**src/gpd_map.vh**
```
`ifndef GPD_MAP_VH
`define GPD_MAP_VH

// ----------------------------------------
// Register byte offsets
// ----------------------------------------
`define GPD_ADDR_CTRL 8'h00
`define GPD_ADDR_FLTCFG 8'h04
`define GPD_ADDR_PWM0 8'h08
`define GPD_ADDR_PWM1 8'h0c
`define GPD_ADDR_PWM2 8'h10
`define GPD_ADDR_PWM3 8'h14
`define GPD_ADDR_STATUS 8'h18
`define GPD_ADDR_MASK 8'h1c
`define GPD_ADDR_STATE 8'h20

// ----------------------------------------
// Field positions
// ----------------------------------------
`define GPD_CTRL_ON_LSB 0
`define GPD_CTRL_PWMEN_LSB 4
`define GPD_CTRL_RETRY_LSB 8
`define GPD_CTRL_MODE_LSB 12
`define GPD_FLT_THR_LSB 0
`define GPD_FLT_TMR_LSB 3
`define GPD_PWM_DUTY_LSB 0
`define GPD_PWM_FREQ_LSB 7
`define GPD_STATE_GATE_LSB 0
`define GPD_STATE_LATCH_LSB 4
`define GPD_STATE_INH_LSB 8

// ----------------------------------------
// Reset values
// ----------------------------------------
`define GPD_RST_CTRL 16'h0000
`define GPD_RST_THR 3'h3
`define GPD_RST_TMR 3'h3
`define GPD_RST_DUTY 7'h00
`define GPD_RST_FREQ 3'h0
`define GPD_RST_MASK 4'h0

// ----------------------------------------
// Codes and timing
// ----------------------------------------
`define GPD_CODE_NOCHG 2'h3
`define GPD_DUTY_FULL 7'h64
`define GPD_CLK_NS 40
`define GPD_FT_BASE_NS 30000
`define GPD_PWM_BASE_HZ 10
`define GPD_PCT_STEPS 100
`define GPD_RETRY_MULT 100

`endif

```
**src/gpd_pwm_fault_ctrl.v**
```verilog
// How it works
// - Timer code 0-5 picks 30 to 960 us, doubling; 6 and 7 keep it.
// - A short is detected while the gate is driven on and the drain comparator reports above threshold.
// - Short declared and gate dropped only after unbroken detection beyond timer.
// - Each channel has a retry bit; set means retry after an inhibit time.
// - Retry holds the gate off for one hundred fault-timer lengths.
// - After inhibit, gate returns only if no off request came meanwhile.
// - A repeated declaration after retry imposes another full inhibit.
// - Retry bit clear latches off until a fresh turn-on request arrives.
// - A PWM channel resumes after inhibit at the start of the next period.
// - Frequency and duty writes apply only from the next period start.
// - On/off requests to a PWM channel take effect at the period start.
// - Duty is seven bits, one percent per count, above 100 means full.
// - Frequency code 0 gives 10 Hz, doubling per step up to 1.28 kHz.
// - Without PWM, gate follows serial bit OR input; with PWM, either runs PWM.
// - Shorts hidden by too short on-times need not be flagged.
// - Threshold code 0-5 picks 0.5 to 3.0 V, default 2.0; 6 and 7 keep it.
`timescale 1ns/1ps
`include "gpd_map.vh"

module gpd_pwm_fault_ctrl #(
	parameter FT_BASE_CYC = `GPD_FT_BASE_NS / `GPD_CLK_NS,
	parameter PWM_STEP_CYC = 1000000000 / (`GPD_CLK_NS * `GPD_PWM_BASE_HZ * `GPD_PCT_STEPS),
	parameter RETRY_MULT = `GPD_RETRY_MULT
) (
	input wire pclk,
	input wire presetn,
	input wire psel,
	input wire penable,
	input wire pwrite,
	input wire [7:0] paddr,
	input wire [31:0] pwdata,
	output reg [31:0] prdata,
	output reg pready,
	output reg pslverr,
	input wire [3:0] gate_parallel_input,
	input wire [3:0] drain_feedback_input,
	output wire [3:0] gate_drive_output,
	output reg [2:0] short_threshold_sel,
	output reg irq
);

	localparam [1:0] ST_RUN = 2'h0;
	localparam [1:0] ST_INH = 2'h1;
	localparam [1:0] ST_WAITP = 2'h2;
	localparam [1:0] ST_LATCH = 2'h3;
	localparam [15:0] FT_BASE16 = FT_BASE_CYC[15:0];
	localparam [15:0] STEP16 = PWM_STEP_CYC[15:0];
	localparam [6:0] RETRY7 = RETRY_MULT[6:0];
	// Last percent step of a period, cut to the counter width
	localparam integer PCT_LAST_I = `GPD_PCT_STEPS - 1;
	localparam [6:0] PCT_LAST = PCT_LAST_I[6:0];

	// ----------------------------------------
	// Decode helpers
	// ----------------------------------------
	// Fault timer length in cycles for a code
	function [15:0] ft_cycles;
		input [2:0] code;
		begin
			ft_cycles = FT_BASE16 << code;
		end
	endfunction

	// Codes 6 and 7 leave a setting as it was
	function [2:0] code_upd;
		input [2:0] cur;
		input [2:0] wr;
		begin
			if (wr[2:1] == `GPD_CODE_NOCHG) begin
				code_upd = cur;
			end else begin
				code_upd = wr;
			end
		end
	endfunction

	// Write target: PWM word of one channel
	function pwm_hit;
		input [7:0] addr;
		input [1:0] ch;
		begin
			pwm_hit = (addr == `GPD_ADDR_PWM0 + {4'h0, ch, 2'h0});
		end
	endfunction

	// ----------------------------------------
	// Pin synchronisers
	// ----------------------------------------
	reg [3:0] gin_m_q;
	reg [3:0] gin_s_q;
	reg [3:0] fb_m_q;
	reg [3:0] fb_s_q;

	// Two stages for pins from outside the clock domain
	always @(posedge pclk or negedge presetn) begin
		if (!presetn) begin
			gin_m_q <= 4'h0;
			gin_s_q <= 4'h0;
			fb_m_q <= 4'h0;
			fb_s_q <= 4'h0;
		end else begin
			gin_m_q <= gate_parallel_input;
			gin_s_q <= gin_m_q;
			fb_m_q <= drain_feedback_input;
			fb_s_q <= fb_m_q;
		end
	end

	// ----------------------------------------
	// Register file
	// ----------------------------------------
	reg [15:0] ctrl_q;
	reg [2:0] tmr_q;
	reg [6:0] duty_q [0:3];
	reg [2:0] freq_q [0:3];
	reg [3:0] status_q;
	reg [3:0] mask_q;
	wire [3:0] declare_w;
	wire [3:0] latch_w;
	wire [3:0] inh_w;
	wire [15:0] ft_lim = ft_cycles(tmr_q);
	wire setup = psel & ~penable;
	wire done = psel & penable & pready;
	wire wr_en = done & pwrite;
	wire rd_clr = done & ~pwrite & (paddr == `GPD_ADDR_STATUS);
	wire [3:0] status_d = (status_q & ~(rd_clr ? prdata[3:0] : 4'h0)) | declare_w;
	reg [31:0] rdata_d;
	reg hit_d;

	// Read mux and address decode
	always @* begin
		rdata_d = 32'h0;
		hit_d = 1'b1;
		case (paddr)
			`GPD_ADDR_CTRL: rdata_d = {16'h0, ctrl_q};
			`GPD_ADDR_FLTCFG: rdata_d = {26'h0, tmr_q, short_threshold_sel};
			`GPD_ADDR_PWM0: rdata_d = {22'h0, freq_q[0], duty_q[0]};
			`GPD_ADDR_PWM1: rdata_d = {22'h0, freq_q[1], duty_q[1]};
			`GPD_ADDR_PWM2: rdata_d = {22'h0, freq_q[2], duty_q[2]};
			`GPD_ADDR_PWM3: rdata_d = {22'h0, freq_q[3], duty_q[3]};
			`GPD_ADDR_STATUS: rdata_d = {28'h0, status_q};
			`GPD_ADDR_MASK: rdata_d = {28'h0, mask_q};
			`GPD_ADDR_STATE: rdata_d = {20'h0, inh_w, latch_w, gate_drive_output};
			default: hit_d = 1'b0;
		endcase
	end

	// Bus answer: no wait states, data captured in setup
	always @(posedge pclk or negedge presetn) begin
		if (!presetn) begin
			prdata <= 32'h0;
			pready <= 1'b0;
			pslverr <= 1'b0;
		end else begin
			pready <= setup;
			if (setup) begin
				prdata <= pwrite ? 32'h0 : rdata_d;
				pslverr <= ~hit_d;
			end else if (done) begin
				pslverr <= 1'b0;
			end
		end
	end

	// ----------------------------------------
	// Sticky status and interrupt
	// ----------------------------------------
	// New declarations win over a clearing read
	always @(posedge pclk or negedge presetn) begin
		if (!presetn) begin
			status_q <= 4'h0;
			irq <= 1'b0;
		end else begin
			status_q <= status_d;
			irq <= |(status_d & mask_q);
		end
	end

	// Register writes
	always @(posedge pclk or negedge presetn) begin
		if (!presetn) begin
			ctrl_q <= `GPD_RST_CTRL;
			tmr_q <= `GPD_RST_TMR;
			short_threshold_sel <= `GPD_RST_THR;
			mask_q <= `GPD_RST_MASK;
		end else begin
			if (wr_en) begin
				case (paddr)
					`GPD_ADDR_CTRL: ctrl_q <= pwdata[15:0];
					`GPD_ADDR_FLTCFG: begin
						short_threshold_sel <= code_upd(short_threshold_sel, pwdata[2:0]);
						tmr_q <= code_upd(tmr_q, pwdata[5:3]);
					end
					`GPD_ADDR_MASK: mask_q <= pwdata[3:0];
					default: ctrl_q <= ctrl_q;
				endcase
			end
		end
	end

	// Live PWM settings, one word per channel, single writer
	integer k;
	always @(posedge pclk or negedge presetn) begin
		if (!presetn) begin
			for (k = 0; k < 4; k = k + 1) begin
				duty_q[k] <= `GPD_RST_DUTY;
				freq_q[k] <= `GPD_RST_FREQ;
			end
		end else begin
			for (k = 0; k < 4; k = k + 1) begin
				if (wr_en && pwm_hit(paddr, k[1:0])) begin
					duty_q[k] <= pwdata[`GPD_PWM_DUTY_LSB +: 7];
					freq_q[k] <= pwdata[`GPD_PWM_FREQ_LSB +: 3];
				end
			end
		end
	end

	// ----------------------------------------
	// Per-channel logic
	// ----------------------------------------
	genvar i;
	generate
		for (i = 0; i < 4; i = i + 1) begin : g_ch
			// Controls of this channel
			wire mode = ctrl_q[`GPD_CTRL_MODE_LSB + i];
			wire pen = ctrl_q[`GPD_CTRL_PWMEN_LSB + i];
			wire retry = ctrl_q[`GPD_CTRL_RETRY_LSB + i];
			wire req = mode & (ctrl_q[`GPD_CTRL_ON_LSB + i] | gin_s_q[i]);

			// Period, fault and recovery state
			reg req_prev_q;
			reg [6:0] dsh_q;
			reg [2:0] fsh_q;
			reg [15:0] step_q;
			reg [6:0] pct_q;
			reg preq_q;
			reg [15:0] fcnt_q;
			reg [15:0] icyc_q;
			reg [6:0] inum_q;
			reg cancel_q;
			reg [1:0] st_q;
			reg gate_q;

			// Period position decode
			wire [15:0] step_lim = STEP16 >> fsh_q;
			wire step_end = (step_q == step_lim - 16'h1);
			wire wrap = step_end & (pct_q == PCT_LAST);
			wire pstart = ~pen | wrap;
			wire [6:0] duty_eff = (dsh_q > `GPD_DUTY_FULL) ? `GPD_DUTY_FULL : dsh_q;
			wire pwm_on = preq_q & (pct_q < duty_eff);
			wire want = pen ? pwm_on : req;

			// Short detection and inhibit end
			wire det = fb_s_q[i] & gate_q;
			wire decl = det & (fcnt_q == ft_lim) & (st_q == ST_RUN);
			wire icyc_end = (icyc_q == ft_lim - 16'h1);
			wire inh_end = icyc_end & (inum_q == RETRY7 - 7'h1);

			// Results back to the register file
			assign declare_w[i] = decl;
			assign latch_w[i] = (st_q == ST_LATCH);
			assign inh_w[i] = (st_q == ST_INH);
			assign gate_drive_output[i] = gate_q;

			// ----------------------------------------
			// PWM period
			// ----------------------------------------
			// PWM period: shadow settings and request at period start
			always @(posedge pclk or negedge presetn) begin
				if (!presetn) begin
					dsh_q <= `GPD_RST_DUTY;
					fsh_q <= `GPD_RST_FREQ;
					step_q <= 16'h0;
					pct_q <= 7'h0;
					preq_q <= 1'b0;
				end else if (!pen) begin
					dsh_q <= duty_q[i];
					fsh_q <= freq_q[i];
					step_q <= 16'h0;
					pct_q <= 7'h0;
					preq_q <= req;
				end else if (step_end) begin
					step_q <= 16'h0;
					if (wrap) begin
						pct_q <= 7'h0;
						dsh_q <= duty_q[i];
						fsh_q <= freq_q[i];
						preq_q <= req;
					end else begin
						pct_q <= pct_q + 7'h1;
					end
				end else begin
					step_q <= step_q + 16'h1;
				end
			end

			// ----------------------------------------
			// Short qualification
			// ----------------------------------------
			// Fault qualification counter
			always @(posedge pclk or negedge presetn) begin
				if (!presetn) begin
					fcnt_q <= 16'h0;
				end else if (!det || st_q != ST_RUN) begin
					fcnt_q <= 16'h0;
				end else if (fcnt_q != ft_lim) begin
					fcnt_q <= fcnt_q + 16'h1;
				end
			end

			// ----------------------------------------
			// Recovery
			// ----------------------------------------
			// Fault recovery state machine
			always @(posedge pclk or negedge presetn) begin
				if (!presetn) begin
					st_q <= ST_RUN;
					icyc_q <= 16'h0;
					inum_q <= 7'h0;
					cancel_q <= 1'b0;
					req_prev_q <= 1'b0;
					gate_q <= 1'b0;
				end else begin
					req_prev_q <= req;
					gate_q <= (st_q == ST_RUN) & want & ~decl;
					case (st_q)
						ST_RUN: begin
							if (decl) begin
								icyc_q <= 16'h0;
								inum_q <= 7'h0;
								cancel_q <= 1'b0;
								st_q <= retry ? ST_INH : ST_LATCH;
							end
						end
						ST_INH: begin
							if (!req) begin
								cancel_q <= 1'b1;
							end
							if (icyc_end) begin
								icyc_q <= 16'h0;
								inum_q <= inum_q + 7'h1;
							end else begin
								icyc_q <= icyc_q + 16'h1;
							end
							if (inh_end) begin
								if (cancel_q || !req) begin
									st_q <= ST_LATCH;
								end else begin
									st_q <= pen ? ST_WAITP : ST_RUN;
								end
							end
						end
						ST_WAITP: begin
							if (pstart) begin
								st_q <= ST_RUN;
							end
						end
						ST_LATCH: begin
							if (req && !req_prev_q) begin
								st_q <= ST_RUN;
							end
						end
						default: st_q <= ST_RUN;
					endcase
				end
			end
		end
	endgenerate

endmodule // gpd_pwm_fault_ctrl

```
**config.mk**
```make
export PLATFORM = sky130hd
export DESIGN_NAME = gpd_pwm_fault_ctrl
export DESIGN_NICKNAME = d
export VERILOG_FILES = /design/src/gpd_pwm_fault_ctrl.v
export VERILOG_INCLUDE_DIRS = /design/src
export SDC_FILE = /design/constraint.sdc
export NUM_CORES = 1
export LEC_CHECK = 0
export ABC_AREA = 1
export BUFFER_PORTS_ARGS = -buffer_cell sky130_fd_sc_hd__buf_2
export CORE_ASPECT_RATIO = 1.75
export CORE_UTILIZATION = 40
export CTS_CLUSTER_DIAMETER = 150
export CTS_CLUSTER_SIZE = 30
export DETAILED_ROUTE_END_ITERATION = 10
export PLACE_DENSITY = 0.64
export SKIP_CTS_REPAIR_TIMING = 1
export SLEW_MARGIN = 20
export SYNTH_ARGS = -nofsm -noshare
export SYNTH_HDL_FRONTEND = slang
export SYNTH_SLANG_ARGS = --single-unit
```
**constraint.sdc**
```tcl
create_clock -name pclk -period 3 [get_ports pclk]
set_input_delay 0.3 -clock pclk [delete_from_list [all_inputs] [get_ports pclk]]
set_output_delay 0.3 -clock pclk [all_outputs]
set_load 0.03 [all_outputs]
```
# Yosys cells after proc, flatten, opt, wreduce, memory -nomap -nowiden
# Cells that the tools add are included.
# totals
ff_bits,433
in_bits,53
out_inout_bits,42
word_cells,470
# op_classes
addsub,25
order_cmp,8
eq_ne,78
shift,5
muxes,146
bitwise_logic,67
n_reduce_logical,72
# op_table
op,n
$mux W16,24
$mux W7,36
$add A16 B1 Y16 const B,12
$eq A16 B16 Y1,12
$pmux W16 S9,1
$pmux W16 S2,4
$sub A16 B1 Y16 const B,5
$ne A16 B16 Y1,4
$shr A15 B3 Y16 const A,4
$add A7 B1 Y7 const B,8
$eq A7 B7 Y1 const B,8
$mux W2,28
$pmux W7 S2,4
$and A1 B1 Y1,42
$ne A2 B1 Y1 const B,20
$mux W3,12
$eq A8 B5 Y1 const B,4
$mux W32,1
$pmux W2 S4,4
$reduce_and A3 Y1,10
$gt A7 B7 Y1 const B,4
$lt A7 B7 Y1,4
$mux W1,27
$reduce_bool A2 Y1,13
23 further kinds,110

# Depth between registers and ports, before layout
# logic_depth
depth_word,10
ltp_mapped,20
mapped_depth_nobuf,20

# Worst setup path after synthesis
# Ideal clock, no wire load.
# synth_path
path_type,register to register
startpoint,reg tmr_q[0]
endpoint,reg g_ch[2].inum_q[3]
setup_time_ns,0.118
arrival_ns,2.541
path_slack_ns,0.342
path_stages_with_launch,19
period_less_slack_ns,2.658
cell_sequence,dfstp_2 -> buf_4 -> nor2_4 -> nand2_2 -> ha_1 -> nand2_1 -> inv_1 -> nand2_1 -> nand2_4 -> inv_2 -> nand2_2 -> nand2_2 -> nor4_2 -> nand3_2 -> nand2_4 -> nand3_4 -> buf_6 -> nand2_2 -> o21ai_2
# synth_via
elab_chain_len,6
# synth_rtl
element,line_no,rtl
from (decl),gpd_pwm_fault_ctrl.v:114,reg [2:0] tmr_q;
from (signal assigned),gpd_pwm_fault_ctrl.v:184,tmr_q <= `GPD_RST_TMR;
from (signal assigned),gpd_pwm_fault_ctrl.v:193,"tmr_q <= code_upd(tmr_q, pwdata[5:3]);"
$shl A10 B3 Y16 *,gpd_pwm_fault_ctrl.v:61,ft_cycles = FT_BASE16 << code;
"parallel branches: the longest is 4 deep, another holds $sub A16 B1 Y16",-,
$reduce_and A3 Y1 (no line) *,-,
to (signal assigned),gpd_pwm_fault_ctrl.v:343,inum_q <= inum_q + 7'h1;
to (decl),gpd_pwm_fault_ctrl.v:241,reg [6:0] inum_q;
# Mark *: on every way between the ends.
# A chain may end at the register's enable or synchronous reset.

# Final worst setup path
# layout_path
startpoint,reg tmr_q[2]
endpoint,reg g_ch[1].inum_q[2]
# layout_via
elab_chain_len,6
# layout_rtl
element,line_no
$shl A10 B3 Y16 *,gpd_pwm_fault_ctrl.v:61
"parallel branches: the longest is 4 deep, another holds $sub A16 B1 Y16",-
$reduce_and A3 Y1 (no line) *,-
to (signal assigned),gpd_pwm_fault_ctrl.v:343
to (decl),gpd_pwm_fault_ctrl.v:241
# Marked as above.

==> impl_metrics.py <==
metrics = {
    "drt": {
        "num_vias": 23552,
        "detailedRoute.firstIterationViolations": 1306,
        "drt_wl_total_um": 77180,
        "detail_route.wirelength.met1_um": 29350,
        "wl_per_cell_um": 17.34,
        "drc": 0,
        "final_antenna_net_count": 0,
        "detailroute.wirelength.met2_um": 40220,
        "firstDrtPassIters": 5,
        "top_layer": "met4",
        "met3RoutedLength_um": 2492,
        "via_per_inst": 5.293,
    },
    "setup_path": {
        "crit_required_ns": 3.49,
        "critPathArrivalTime_ns": 3.30,
        "criticalPathCategory": "reg2reg",
        "crit-reg2reg-launch": "tmr_q[2]",
        "timing.critical_path.fanout_max": 10,
        "end_kind": "flop",
        "ff2ff_path_depth": 13,
        "timing.critical_path.from_type": "flop",
        "ff2ff_setup_slack_ns": 0.19,
        "worstReg2RegEnd": "g_ch[1].inum_q[2]",
    },
    "floorplan": {
        "ios": 95,
        "floorplan.initialDensity": 0.4055,
        "die-height_um": 340.2,
        "placeableCoreArea_mm2": 0.06448,
        "full_die_area_mm2": 0.06643,
        "core.rowCount": 123,
        "die_width_um": 195.3,
    },
    "timing": {
        "finClkSkew_ns": 0.02309,
        "grt_setup_unrepaired": "yes",
        "fmaxAchievable_mhz": 355.9,
        "max_slew.worst_pin.slew_ns": 0.9431,
        "finalSetupViolations": 0,
        "fin_crit_sh": 0.9365,
        "slew-limit-headroom": 0.3668,
        "final.min_clock_period_ns": 2.810,
        "timing_hold_violations_final": 0,
        "pins_over_their_slew_limit": 0,
        "fin_hold_ws_ns": 0.009494,
    },
    "finish": {
        "number_of_nets_in_the_finished_design": 3774,
        "regArea_mm2": 0.01044,
        "utilization": 0.4432,
        "mostFrequentLayoutCells": "849 x nand2_1, 429 x inv_1, 413 x dfrtp_1",
        "finish.instance_area_mm2": 0.02858,
        "fillerInstances": 6559,
        "final_layout_size_suffix_gt1_frac": 0.08801,
        "mostFrequentLayoutCell": "nand2_1",
        "multi_input_area_mm2": 0.01360,
        "area_growth_pct": 9.293,
    },
    "clock_network": {
        "clk-insertion-delay-late_ns": 0.56,
        "ctsLongestPathBuffers": 3,
        "cts.root.buffer_cell": "clkbuf_16",
        "cts_made_buffers": 17,
        "htree_num_levels": 1,
        "cts.sink_count": 417,
        "clkSlewWorstSetupHoldPaths_ns": 0.13,
        "cts_tree": "yes",
    },
    "synthesis": {
        "post_synth_and_or_nand_nor_area_fraction": 0.3021,
        "synth.top_cells.by_area": "dfrtp_1 40%, nand2_1 12%, inv_1 6.2%, nor2_1 5.0%, xor2_1 4.9%",
        "yosys.area_share.adder": 0.04565,
        "synth.mux.area_fraction": 0.001723,
        "synth-xor-area-share": 0.05886,
        "synth.yosys.seq_area_share": 0.3993,
        "synth-compound-area-share": 0.1073,
        "postSynthAreaPerCell_um2": 7.468,
        "ff_latch_count_synth": 417,
        "post_synthesis_cell_area_mm2": 0.02615,
        "synthesis.yosys.warnings": 0,
        "yosys.area.top_type": "dfrtp_1",
        "synth_top_area_frac": 0.3953,
        "number_of_instances_in_the_synthesized_netlist": 3501,
        "combinational_family_with_the_most_area_after_synthesis": "simple AND/OR/NAND/NOR gates",
        "synth.distinct_cells": 57,
    },
    "place": {
        "routabilityCongestion": 0.9573,
        "area_after_dpl_mm2": 0.02790,
        "port_buffers": 62,
        "dpl.hpwl_um": 60750,
    },
    "worst_hold_path": {
        "hold_path.startpoint": "pwdata[10]",
        "timing.hold.worst_endpoint": "ctrl_q[10]",
        "timing.hold.worst.class": "in2reg",
        "timing.hold.worst_path_depth": 3,
    },
    "power_and_ir_drop": {
        "leakagePower_nw": 13.11,
        "power.density_cell_area_mw_per_mm2": 314.8,
        "irDropWorstVdd_v": 0.0003400,
    },
    "run_status": {
        "status": "finished clean",
    },
    "global_routing": {
        "grt_antenna_before_repair": 0,
        "grt_max_degree": 76,
        "via_count_of_the_first_global_routing_pass": 23029,
        "grt_use_total": 0.2326,
        "globalRouteOverflowTotal": 0,
        "global_route_wire_length_before_repair_um": 122100,
    },
    "run": {
        "cap_violations": 0,
    },
}
## logic make-up after synthesis
logic type / count (synthesis)
AO/OA/AOI/OAI: 497
XOR/XNOR: 174
adder cells (fa/ha/maj): 93
buffers and inverters: 535
flip-flops: 417
multiplexers: 4
other: 1
AND/OR/NAND/NOR: 1780
## Yosys cell counts, drive strengths merged
cell type and count:
nor3b 11, o32ai 1, clkinv 5, or2 23
o21bai 8, a22o 12, o2111ai 3, a31oi 8
xor2 148, mux2 4, a21oi 111, o211ai 7
nand4 113, inv 447, nor2 356, fa 4
o21ai 284, clkbuf 30, a21o 2, a32o 4
a211oi 8, a221oi 5, a2111oi 3, o22ai 35
dfrtp 413, dfstp 4, o221ai 2, conb 1
ha 89, nor4 24, nand3 256, buf 53
o31ai 1, nand3b 16, and3 3, xnor2 26
nand2 889, o21a 3, nor3 89
## area by class of cell
cell class / count / share of cell area
Antenna cell: 2 / 0.0001751
Clock inverter: 1 / 0.0001751
Tap cell: 812 / 0.03555
Clock buffer: 26 / 0.01607
Inverter: 452 / 0.05985
Timing Repair Buffer: 176 / 0.04707
Multi-Input combinational cell: 2564 / 0.4758
Sequential cell: 417 / 0.3653
## through the flow
step | TNS [ns] | power, mW | std cells | setup slack (ns)
after floorplan | 0 | 5.922 | 3516 | 0.3415
after global placement | 0 | 6.147 | 4407 | 0.1375
after detailed placement | 0 | 6.149 | 4407 | 0.1038
after CTS | 0 | 9.097 | 4434 | 0.08253
after global routing | -0.09807 | 9.297 | 4448 | -0.02262
final | 0 | 8.996 | 4450 | 0.1904
## worst max path at each step
stage	startpoint	to	slack (ns)
floorplan	tmr_q[0]	g_ch[2].inum_q[3]	0.34
global placement	tmr_q[1]	g_ch[0].inum_q[2]	0.14
detailed placement	tmr_q[1]	g_ch[0].inum_q[6]	0.10
CTS	tmr_q[1]	g_ch[0].inum_q[3]	0.08
global route	g_ch[3].fsh_q[0]	g_ch[3].pct_q[2]	-0.02
finish	tmr_q[2]	g_ch[1].inum_q[2]	0.19
## critical path, cell delays in order (launching register included)
cell	delay, ns
dfrtp_1	0.43
inv_4	0.19
nand2_2	0.09
ha_2	0.22
xnor2_1	0.76
nand2_1	0.20
nand4_1	0.14
nor2_1	0.05
nand2_1	0.07
nand2_2	0.12
nand3_2	0.21
buf_12	0.14
nand2_1	0.04
o21ai_1	0.07
## flip-flops by register name, summed over array words and instances, names as in the netlist, 16 cells and up
name and cells:
g_ch.fcnt_q 64, g_ch.icyc_q 64, g_ch.step_q 64, duty_q 28, g_ch.dsh_q 28, g_ch.inum_q 28
g_ch.pct_q 28, ctrl_q 16, prdata 16
## metal layers
layer / vias up / track usage
met5: - / 0
met4: 0 / 0.1424
met3: 210 / 0.01556
met2: 522 / 0.4355
met1: 11166 / 0.2540
li1: 11654 / -
## where the power goes
group          internal [mW]  switching [mW]  leakage [nW]  total [mW]
sequential              5.64          0.0196          5.73        5.66
combinational         0.0958           0.289          7.16       0.385
clock                   1.09            1.86         0.224        2.95
Note: power is estimated with default switching activity, not from simulation.
